--- config.mk ---
export PLATFORM = sky130hd
export DESIGN_NAME = unique_node_id_rom_map_regs
export DESIGN_NICKNAME = d
export VERILOG_FILES = /design/src/logic/unique_node_id_rom_pkg.sv /design/src/logic/id_load_if.sv /design/src/logic/unique_node_id_rom_map_regs.sv /design/src/logic/unique_id_slot.sv
export SDC_FILE = /design/constraint.sdc
export NUM_CORES = 1
export LEC_CHECK = 0
export ABC_CLOCK_PERIOD_IN_PS = 7300
export BUFFER_PORTS_ARGS = -buffer_cell sky130_fd_sc_hd__buf_2
export CAP_MARGIN = 40
export CORE_AREA = 2 2 192 194
export DETAILED_ROUTE_END_ITERATION = 16
export DIE_AREA = 0 0 194 196
export PLACE_DENSITY = 0.63
export SLEW_MARGIN = 20
export SYNTH_ARGS = -nofsm -noshare
export SYNTH_HDL_FRONTEND = slang
export SYNTH_HIERARCHICAL = 1
export SYNTH_SLANG_ARGS = --single-unit
--- constraint.sdc ---
create_clock -name clk_in -period 7.3 [get_ports clk_in]
set_input_delay 0.365 -clock clk_in [delete_from_list [all_inputs] [get_ports clk_in]]
set_output_delay 0.365 -clock clk_in [all_outputs]
set_load 0.05 [all_outputs]
--- src/logic/unique_node_id_rom_pkg.sv ---
// constants for the unique-id, rom mapping and failed-write registers
// assumes a byte-addressed register port with one 32-bit word per offset
package unique_node_id_rom_pkg;
   // register byte offsets
   localparam logic [7:0] OFS_ID_UPPER = 8'h24;
   localparam logic [7:0] OFS_ID_LOWER = 8'h28;
   localparam logic [7:0] OFS_MAP = 8'h34;
   localparam logic [7:0] OFS_FAIL_LOW = 8'h38;
   localparam logic [7:0] OFS_FAIL_HIGH = 8'h3C;
   localparam logic [7:0] OFS_IRQ_STATUS = 8'h60;
   localparam logic [7:0] OFS_IRQ_MASK = 8'h64;
   localparam logic [7:0] OFS_LOCK_STATUS = 8'h68;
   localparam logic [7:0] OFS_FW_UPPER = 8'h70;
   localparam logic [7:0] OFS_FW_LOWER = 8'h74;
   // reset values
   localparam logic [31:0] ID_RESET = 32'h0000_0000;
   localparam logic [31:0] MAP_RESET = 32'h0000_0000;
   localparam logic [31:0] FAIL_RESET = 32'h0000_0000;
   localparam logic [2:0] IRQ_RESET = 3'h0;
   // mapping register: base in bits 31..10, low bits read zero
   localparam int MAP_BASE_LSB = 10;
   localparam logic [31:0] MAP_KEEP = 32'hFFFF_FC00;
   // configuration rom window of the 48-bit 1394 offset
   localparam logic [47:0] ROM_WIN_LO = 48'hFFFF_F000_0400;
   localparam logic [47:0] ROM_WIN_HI = 48'hFFFF_F000_07FF;
   // failed-write high capture: requester id over offset bits 47..32
   localparam int SRC_LSB = 16;
   // interrupt status bits
   localparam int IRQ_W = 3;
   localparam int IRQ_FAIL_BIT = 0;
   localparam int IRQ_LOCK_BIT = 1;
   localparam int IRQ_REFUSE_BIT = 2;

   // true when a 1394 offset falls inside the rom mapping window
   function automatic logic in_rom_window(input logic [47:0] ofs);
      return (ofs >= ROM_WIN_LO) && (ofs <= ROM_WIN_HI);
   endfunction : in_rom_window
endpackage : unique_node_id_rom_pkg

--- src/logic/id_load_if.sv ---
// load path between the register bank and one unique-id word slot
// assumes both ends share the bank clock
`timescale 1ns/1ps
`default_nettype none
interface id_load_if;
   logic load_valid; // one-cycle load request
   logic [31:0] load_data; // word to load
   logic [31:0] value; // held word
   logic locked; // set once a load has landed
   modport ctrl (output load_valid, output load_data,
                 input value, input locked);
   modport slot (input load_valid, input load_data,
                 output value, output locked);
endinterface : id_load_if
`default_nettype wire

--- src/logic/unique_node_id_rom_map_regs.sv ---
// What this block does
// - unique id is upper and lower quadlets
// - hardware reset clears upper id to zero
// - eeprom loads id after reset, then frozen
// - without eeprom firmware loads once, then frozen
// - only global reset returns id bits
// - lower id clears and locks like upper
// - both id registers read-only, default zero
// - rom read address is base plus offset
// - map base bits 31..10, low bits zero
// - failed posted write records error info
// - low capture holds offset bits 31..0
// - high capture holds requester id, offset top
//
// register bank for the node unique id, rom mapping and write capture
// assumes all inputs are synchronous to clk_in and reset_in is global
`timescale 1ns/1ps
`default_nettype none
module unique_node_id_rom_map_regs
   import unique_node_id_rom_pkg::*;
#(
   parameter int ADDR_W = 8 // register port address width
)
(
   input wire logic clk_in,
   input wire logic reset_in,
   input wire logic soft_reset_in,
   input wire logic [ADDR_W-1:0] addr_in,
   input wire logic [31:0] wr_data_in,
   input wire logic wr_strobe_in,
   input wire logic rd_strobe_in,
   output logic [31:0] rd_data_out,
   input wire logic eeprom_present_in,
   input wire logic eeprom_load_valid_in,
   input wire logic eeprom_load_lower_in,
   input wire logic [31:0] eeprom_load_data_in,
   input wire logic rom_read_valid_in,
   input wire logic [47:0] rom_read_offset_in,
   output logic rom_host_addr_valid_out,
   output logic [31:0] rom_host_addr_out,
   input wire logic write_fail_in,
   input wire logic [47:0] write_fail_offset_in,
   input wire logic [15:0] write_fail_source_in,
   output logic [63:0] unique_id_out,
   output logic irq_out
);
   // the offsets need eight address bits
   if (ADDR_W < 8)
   begin : g_bad_width
      $error("ADDR_W must be at least 8");
   end

   // load paths into the two id words
   id_load_if upper_if ();
   id_load_if lower_if ();

   // software registers and captured state
   logic [31:0] map_base_reg; // rom mapping base
   logic [31:0] fail_low_reg; // failed write offset low
   logic [31:0] fail_high_reg; // requester and offset high
   logic [IRQ_W-1:0] irq_status_reg; // sticky events
   logic [IRQ_W-1:0] irq_status_next;
   logic [IRQ_W-1:0] irq_mask_reg; // one enables a source
   logic [31:0] rd_data_reg; // read answer, one cycle late
   logic [31:0] rd_mux; // selected read word
   logic rom_valid_reg; // rom mapping answer strobe
   logic [31:0] rom_addr_reg; // rom mapping host address
   logic [63:0] id_out_reg; // id copy for the output port
   logic both_locked_reg; // delayed lock state for edge
   logic irq_reg; // interrupt line

   // address decode, kept apart from the storage
   wire logic [7:0] ofs = addr_in[7:0];
   wire logic upper_addr = ofs[7:0] == OFS_ID_UPPER;
   wire logic hi_zero = (ADDR_W == 8) ? 1'b1 :
      ~|(addr_in >> 8);
   wire logic hit_map = hi_zero && (ofs == OFS_MAP);
   wire logic hit_mask = hi_zero && (ofs == OFS_IRQ_MASK);
   wire logic hit_status = hi_zero && (ofs == OFS_IRQ_STATUS);
   wire logic hit_fw_upper = hi_zero && (ofs == OFS_FW_UPPER);
   wire logic hit_fw_lower = hi_zero && (ofs == OFS_FW_LOWER);

   // write strobes per target
   wire logic wr_map = wr_strobe_in && hit_map;
   wire logic wr_mask = wr_strobe_in && hit_mask;
   wire logic wr_status = wr_strobe_in && hit_status;
   wire logic wr_fw_upper = wr_strobe_in && hit_fw_upper;
   wire logic wr_fw_lower = wr_strobe_in && hit_fw_lower;

   // eeprom loads only count when the eeprom is really there
   wire logic ee_upper = eeprom_present_in && eeprom_load_valid_in &&
      !eeprom_load_lower_in;
   wire logic ee_lower = eeprom_present_in && eeprom_load_valid_in &&
      eeprom_load_lower_in;

   // firmware loads are honoured only with no eeprom fitted
   wire logic fw_upper = wr_fw_upper && !eeprom_present_in;
   wire logic fw_lower = wr_fw_lower && !eeprom_present_in;

   // a load that is turned away raises the refuse event
   wire logic refused = ((wr_fw_upper || wr_fw_lower) &&
      eeprom_present_in) ||
      ((fw_upper || ee_upper) && upper_if.locked) ||
      ((fw_lower || ee_lower) && lower_if.locked);

   // lock event fires once, when the second word locks
   wire logic both_locked = upper_if.locked && lower_if.locked;
   wire logic lock_event = both_locked && !both_locked_reg;

   // rom mapping: low ten offset bits added to the base
   wire logic rom_hit = rom_read_valid_in &&
      in_rom_window(rom_read_offset_in);
   wire logic [31:0] rom_sum = map_base_reg +
      {22'h0, rom_read_offset_in[9:0]};

   // eeprom wins if both paths try in one cycle; the slots lock anyway
   assign upper_if.load_valid = ee_upper || fw_upper;
   assign upper_if.load_data = ee_upper ? eeprom_load_data_in :
      wr_data_in;
   assign lower_if.load_valid = ee_lower || fw_lower;
   assign lower_if.load_data = ee_lower ? eeprom_load_data_in :
      wr_data_in;

   // the two id words, each holding its own lock
   unique_id_slot upper_slot (
      .clk_in (clk_in),
      .reset_in (reset_in),
      .load_port (upper_if)
   );
   unique_id_slot lower_slot (
      .clk_in (clk_in),
      .reset_in (reset_in),
      .load_port (lower_if)
   );

   // read selection; unmapped words and reserved bits read zero
   always_comb
   begin
      rd_mux = 32'h0000_0000;
      if (!hi_zero)
         rd_mux = 32'h0000_0000; // outside the bank
      else if (upper_addr)
         rd_mux = upper_if.value;
      else if (ofs == OFS_ID_LOWER)
         rd_mux = lower_if.value;
      else if (ofs == OFS_MAP)
         rd_mux = map_base_reg & MAP_KEEP;
      else if (ofs == OFS_FAIL_LOW)
         rd_mux = fail_low_reg;
      else if (ofs == OFS_FAIL_HIGH)
         rd_mux = fail_high_reg;
      else if (ofs == OFS_IRQ_STATUS)
         rd_mux = {29'h0, irq_status_reg};
      else if (ofs == OFS_IRQ_MASK)
         rd_mux = {29'h0, irq_mask_reg};
      else if (ofs == OFS_LOCK_STATUS)
         rd_mux = {30'h0, lower_if.locked, upper_if.locked};
   end

   // sticky status: a new event beats a write-one clear
   always_comb
   begin
      irq_status_next = irq_status_reg;
      if (wr_status)
         irq_status_next = irq_status_reg & ~wr_data_in[IRQ_W-1:0];
      if (write_fail_in)
         irq_status_next[IRQ_FAIL_BIT] = 1'b1;
      if (lock_event)
         irq_status_next[IRQ_LOCK_BIT] = 1'b1;
      if (refused)
         irq_status_next[IRQ_REFUSE_BIT] = 1'b1;
   end

   // read data register; stands only in the cycle after the strobe
   always_ff @(posedge clk_in or posedge reset_in)
   begin
      if (reset_in)
         rd_data_reg <= 32'h0000_0000;
      else if (rd_strobe_in)
         rd_data_reg <= rd_mux;
      else
         rd_data_reg <= 32'h0000_0000;
   end

   // mapping base; the low ten bits are never stored
   always_ff @(posedge clk_in or posedge reset_in)
   begin
      if (reset_in)
         map_base_reg <= MAP_RESET;
      else if (wr_map)
         map_base_reg <= wr_data_in & MAP_KEEP;
   end

   // failed posted write capture; the latest failure overwrites
   always_ff @(posedge clk_in or posedge reset_in)
   begin
      if (reset_in)
      begin
         fail_low_reg <= FAIL_RESET;
         fail_high_reg <= FAIL_RESET;
      end
      else if (write_fail_in)
      begin
         fail_low_reg <= write_fail_offset_in[31:0];
         fail_high_reg <= {write_fail_source_in,
            write_fail_offset_in[47:32]};
      end
   end

   // interrupt state; soft reset clears events but never the id
   always_ff @(posedge clk_in or posedge reset_in)
   begin
      if (reset_in)
      begin
         irq_status_reg <= IRQ_RESET;
         irq_mask_reg <= IRQ_RESET;
         irq_reg <= 1'b0;
      end
      else if (soft_reset_in)
      begin
         irq_status_reg <= IRQ_RESET;
         irq_mask_reg <= IRQ_RESET;
         irq_reg <= 1'b0;
      end
      else
      begin
         irq_status_reg <= irq_status_next;
         if (wr_mask)
            irq_mask_reg <= wr_data_in[IRQ_W-1:0];
         irq_reg <= |(irq_status_next &
            (wr_mask ? wr_data_in[IRQ_W-1:0] : irq_mask_reg));
      end
   end

   // rom mapping answer, one cycle after the request
   always_ff @(posedge clk_in or posedge reset_in)
   begin
      if (reset_in)
      begin
         rom_valid_reg <= 1'b0;
         rom_addr_reg <= 32'h0000_0000;
      end
      else
      begin
         rom_valid_reg <= rom_hit;
         if (rom_hit)
            rom_addr_reg <= rom_sum;
      end
   end

   // id output copy and the lock edge tracker
   always_ff @(posedge clk_in or posedge reset_in)
   begin
      if (reset_in)
      begin
         id_out_reg <= {ID_RESET, ID_RESET};
         both_locked_reg <= 1'b0;
      end
      else
      begin
         id_out_reg <= {upper_if.value, lower_if.value};
         both_locked_reg <= both_locked;
      end
   end

   assign rd_data_out = rd_data_reg;
   assign rom_host_addr_valid_out = rom_valid_reg;
   assign rom_host_addr_out = rom_addr_reg;
   assign unique_id_out = id_out_reg;
   assign irq_out = irq_reg;
endmodule : unique_node_id_rom_map_regs
`default_nettype wire

--- src/logic/unique_id_slot.sv ---
// one 32-bit word of the unique id with its load-once lock
// assumes reset_in is the global reset and nothing else clears it
`timescale 1ns/1ps
`default_nettype none
module unique_id_slot
   import unique_node_id_rom_pkg::*;
(
   input wire logic clk_in,
   input wire logic reset_in,
   id_load_if.slot load_port
);
   logic [31:0] value_reg; // the stored word
   logic locked_reg; // no more loads once high

   // first load wins; later attempts leave the word untouched
   always_ff @(posedge clk_in or posedge reset_in)
   begin
      if (reset_in)
      begin
         value_reg <= ID_RESET;
         locked_reg <= 1'b0;
      end
      else if (load_port.load_valid && !locked_reg)
      begin
         value_reg <= load_port.load_data;
         locked_reg <= 1'b1;
      end
   end

   assign load_port.value = value_reg;
   assign load_port.locked = locked_reg;
endmodule : unique_id_slot
`default_nettype wire

After elaboration in Yosys (flattened, before gate mapping):

Cells that the tools add are included.

* input port bits: 194
* bits in registers: 289
* word-level logic and storage cells: 80
* output and inout port bits: 130

* bitwise logic cells: 3
* $lt $le $gt $ge: 2
* $add $sub $neg: 1
* muxes and demuxes: 19
* reduce and logical (&&, ||, !) cells: 30
* equality and inequality tests: 10

Operator list (count)
* 2-to-1 mux 32 bit: 8
* >= comparator 48 bit, second input constant: 1
* <= comparator 48 bit, second input constant: 1
* equality test 8 x 6 -> 1 bit, second input constant: 5
* equality test 8 x 7 -> 1 bit, second input constant: 5
* adder 32 x 10 -> 32 bit: 1
* logical AND 1 bit: 19
* 2-to-1 mux 3 bit: 6
* AND 3 bit: 2
* logical NOT 1 bit: 5
* logical OR 1 bit: 5
* 2-to-1 mux 1 bit: 4
* inverter 3 bit: 1
* OR reduction 3 bit: 1
* 2-to-1 mux 2 bit: 1

Longest topological paths before layout:

* word-level depth: 11
* depth in mapped cells: 8

Modules after synthesis:

The synthesis kept the hierarchy.

Modules (own cells, without submodules)
* unique_node_id_rom_map_regs: area an instance 9614.2 µm², sequential area each 5580.4 µm², times used 1, cells an instance 726
* unique_id_slot: area an instance 1393.8 µm², sequential area each 825.8 µm², times used 2, cells an instance 72

Worst setup path before layout:

Ideal clock, no wire load.

* path kind: input port to flip-flop
* start point: in rom_read_offset_in[19]
* end point: reg rom_addr_reg[10], in the netlist rom_host_addr_out[10]
* buffers on the path: 2
* stages on the path: 6
* data arrival time: 2.462 ns
* setup slack: 4.713 ns
* required time: 7.175 ns
* library setup time: 0.125 ns
* cell sequence: or4b_1 -> or4_1 -> or4_1 -> buf_6 -> buf_12 -> mux2_4

* word-level cells in the longest chain between the ends: 3

RTL lines
* start, declared: RTL line unique_node_id_rom_map_regs.sv:38 `input wire logic [47:0] rom_read_offset_in,`
* >= comparator 48 bit or <= comparator 48 bit (tied branches): RTL line unique_node_id_rom_pkg.sv:36 `return (ofs >= ROM_WIN_LO) && (ofs <= ROM_WIN_HI);`
* logical AND 1 bit *: RTL line unique_node_id_rom_pkg.sv:36
* logical AND 1 bit *: RTL line unique_node_id_rom_map_regs.sv:111 `wire logic rom_hit = rom_read_valid_in &&`
* end signal, assigned: RTL line unique_node_id_rom_map_regs.sv:247 `rom_addr_reg <= rom_sum;`
* end, declared: RTL line unique_node_id_rom_map_regs.sv:67 `logic [31:0] rom_addr_reg;`

Every way passes the cells marked *; elsewhere a longest branch is shown, timed or not.
A chain may end at the register's enable or synchronous reset.

Worst setup path after layout:

* start point: in addr_in[2]
* end point: reg lower_slot.value_reg[9], in the netlist lower_slot/load_port.value[9]

* word-level cells in the longest chain between the ends: 5

RTL lines
* start, declared: RTL line unique_node_id_rom_map_regs.sv:28 `input wire logic [ADDR_W-1:0] addr_in,`
* equality test 8 x 7 -> 1 bit: RTL line unique_node_id_rom_map_regs.sv:81 `wire logic hit_fw_lower = hi_zero && (ofs == OFS_FW_LOWER);`
* logical AND 1 bit: RTL line unique_node_id_rom_map_regs.sv:88 `wire logic wr_fw_lower = wr_strobe_in && hit_fw_lower;`
* logical AND 1 bit: RTL line unique_node_id_rom_map_regs.sv:98 `wire logic fw_lower = wr_fw_lower && !eeprom_present_in;`
* logical OR 1 bit: RTL line unique_node_id_rom_map_regs.sv:120 `assign lower_if.load_valid = ee_lower || fw_lower;`
* net lower_if.load_valid: RTL line id_load_if.sv:6 `logic load_valid;`
* logical AND 1 bit: RTL line unique_id_slot.sv:23 `else if (load_port.load_valid && !locked_reg)`
* end signal, assigned: RTL line unique_id_slot.sv:25 `value_reg <= load_port.load_data;`
* end, declared: RTL line unique_id_slot.sv:12 `logic [31:0] value_reg;`

The timed path passes the listed nets, and every way through them passes these cells.

==> out/metrics.cfg <==
[status]
status=finished clean

[clock_tree]
numCtsBuffers=31
cts.clk_slew.worst_paths_ns=0.06
ctsRootBufferMaster=clkbuf_16
cts_resized=0
cts_htree_levels=1
cts_tree=yes
clock_latency_ns=0.57
post_cts_buffers=0
clock-sinks=289
clk_path_buf_depth=3

[critical_path]
critical_path_class=primary input to register
critPathBufInv=3
crit_chain=buf_2 > buf_16 > nor2b_1 > nand3_1 > o31ai_1 > nor2b_4 > buf_4 > mux2_2
crit_path_max_incr_delay_ns=0.66
r2r_start=lower_slot/load_port.locked$_DFFE_PP0P_
worstSetupStartpointType=primary input
cp_max_fo=19
crit_start=addr_in[2]
required_ns=7.75
critPathTopFamily=simple AND/OR/NAND/NOR gates
crit_slowest_cell=nor2b_4
worst_setup_path_end_kind=register
cp_data_arrival_time_ns=3.57

[floorplanning]
die_x_um=194
ios=324
dieArea_um2=38000
rows=70
initial_utilization_pct=34.4
coreArea_um2=36100
die_h_um=196

[routing]
vias_per_cell=4.96
first_pass_iters=8
num_vias=8449
totalWireLength_um=35200
drc=0
drt_first_iter_violations=375
ant_nets=0
wl_per_cell_um=20.7

[synth]
synth_ff_type=dfrtp_1
yosysSeqAreaShare_pct=58.3
ys_ff_latch=289
synth.area.top_cells=dfrtp_1, mux2_2, mux2_4
ys_types=47
avgSynthCellArea_um2=14.3
syn_inst=870
synth_area_um2=12400
ys.warnings.count=6
synth_edf_count=0
synth_nets=1064
yosys-top-cells-count=dfrtp_1, mux2_2, mux2_4, nand2_1, clkbuf_1
synth_most_common_cell=dfrtp_1
netlist.area_leader.share_pct=58.3
synth_area_leader_cell=dfrtp_1
synthArstFlopShare_pct=100

[finish]
fillers=3358
design_area_um2=15800
syn_to_final_growth_pct=27.0
drive_above_1_share_pct=53.4
nNetsFinal=1405
post-route-util_pct=43.7
largest_reg_flops=64

[hold_path]
min_from=write_fail_source_in[13]
min_path_type=primary input to register

[global_routing]
antenna_found_initial=10
grt.total_usage_pct=18.3
grt_pass1_vias=9137
grt_max_degree=88
grt_pass1_wl_um=54000
grt_overflow=0

[placement]
place.detailed.hpwl_um=25400
portBuffers=323
placed_cell_area_um2=14600
gp_congestion=0.824
pre_cts_slack_ns=3.61

[sta]
hold_ws_ns=0.0273
fmax_mhz=321
tightest_slew_ns=0.826
fin_ws_ns=4.18
setup_violations=0
final_max_slew_viol_count=0
fin_crit_sh_pct=42.7
period_needed_ns=3.12
setup_tns_ns=0
hold_viol=0
relSlewSlack_pct=45.0
skew_ns=0.0186
rsz0062_at_grt=false

[pwr]
powerDensity_nw_per_um2=274
power_leakage_nw=7.69
peakVddDrop_mv=0.184

[flow_run]
drv_cap=0

worst paths after layout:
kind	slack (ns)	depth (start not counted)	end
worst max-delay path	4.18	8	lower_slot/load_port.value[9]$_DFFE_PP0P_
worst min-delay path	0.03	3	fail_high_reg[29]$_DFFE_PP0P_
worst max register to register	5.26	3	lower_slot/load_port.value[9]$_DFFE_PP0P_
worst min register to register	0.40	0	unique_id_out[45]$_DFF_PP0_
max in group asynchronous	5.61	5	rom_host_addr_out[22]$_DFFE_PP0P_
min in group asynchronous	0.41	3	lower_slot/load_port.value[9]$_DFFE_PP0P_
through the flow:
stage,instances,power (mW)
6_report,1704,4.31
5_1_grt,1704,4.50
4_1_cts,1701,4.37
3_5_place_dp,1628,2.79
3_3_place_gp,1619,2.76
2_1_floorplan,870,2.51
cell type report:
type / count / area (µm²) / area share, %
clock inverter: 16 / 151 / 0.961
clock buffer: 41 / 853 / 5.42
timing repair buffer: 362 / 2090 / 13.3
inverter: 8 / 37.5 / 0.238
sequential: 289 / 7230 / 45.9
antenna: 1 / 2.50 / 0.0159
tap: 468 / 586 / 3.72
multi-input combinational: 519 / 4800 / 30.5
timing repair:
item / in CTS / in global routing
hold endpoints to repair: 126 / 0
hold buffers: 16 / 0
setup endpoints to repair: 0 / 0
report_power, final:
part | switching, mW | leakage [nW] | internal, mW
clock network | 0.656 | 0.499 | 0.893
registers | 0.135 | 3.69 | 1.82
logic | 0.514 | 3.50 | 0.294
logic make-up after synthesis:
kind of cell | after synthesis | share of synthesized area [%]
multiplexers | 271 | 27.1
buffers and inverters | 62 | 3.24
AND/OR/NAND/NOR | 134 | 5.45
flip-flops | 289 | 58.3
AO/OA/AOI/OAI | 114 | 5.93
worst reg2reg max path: cells and delay by family (launching register included):
kind                   cells  cell delay [ns]
DFF                        1             0.47
and+or+nand+nor            1             0.59
buffers and inverters      1             0.50
muxes                      1             0.39
metal layers:
metal	vias up	wire length, µm	track usage [%]	part of all wire [%]
met5	-	64	0	0.18
met4	10	875	5.61	2.5
met3	70	2480	4.52	7.1
met2	309	16600	30.1	47
met1	4255	15200	24.0	43
li1	3805	-	-	-
layout by cell type (no fill, tap or decap), types with 3 or more instances in the layout:
cell,netlist,final
nor2b_1,3,3
dlygate4sd3_1,0,16
a22oi_1,7,7
a222oi_1,7,7
dfrtp_1,289,289
nand3_1,7,6
nor3_1,5,5
nor4_1,5,3
clkbuf_1,34,6
a21oi_1,27,27
clkinv_2,0,8
mux2i_1,23,23
mux2_4,89,89
o21ai_0,30,29
nand4_1,8,8
mux2_2,159,159
o21a_1,19,19
buf_12,9,3
nor2_1,8,8
nand2_1,73,73
buf_2,0,323
clkbuf_16,0,31
a21boi_0,10,10
clkinv_4,0,4
buf_16,0,5
buf_4,0,13
inv_1,8,5
clkbuf_8,0,4
a31oi_1,3,3
No activity file was read; power rests on OpenSTA's default activity.
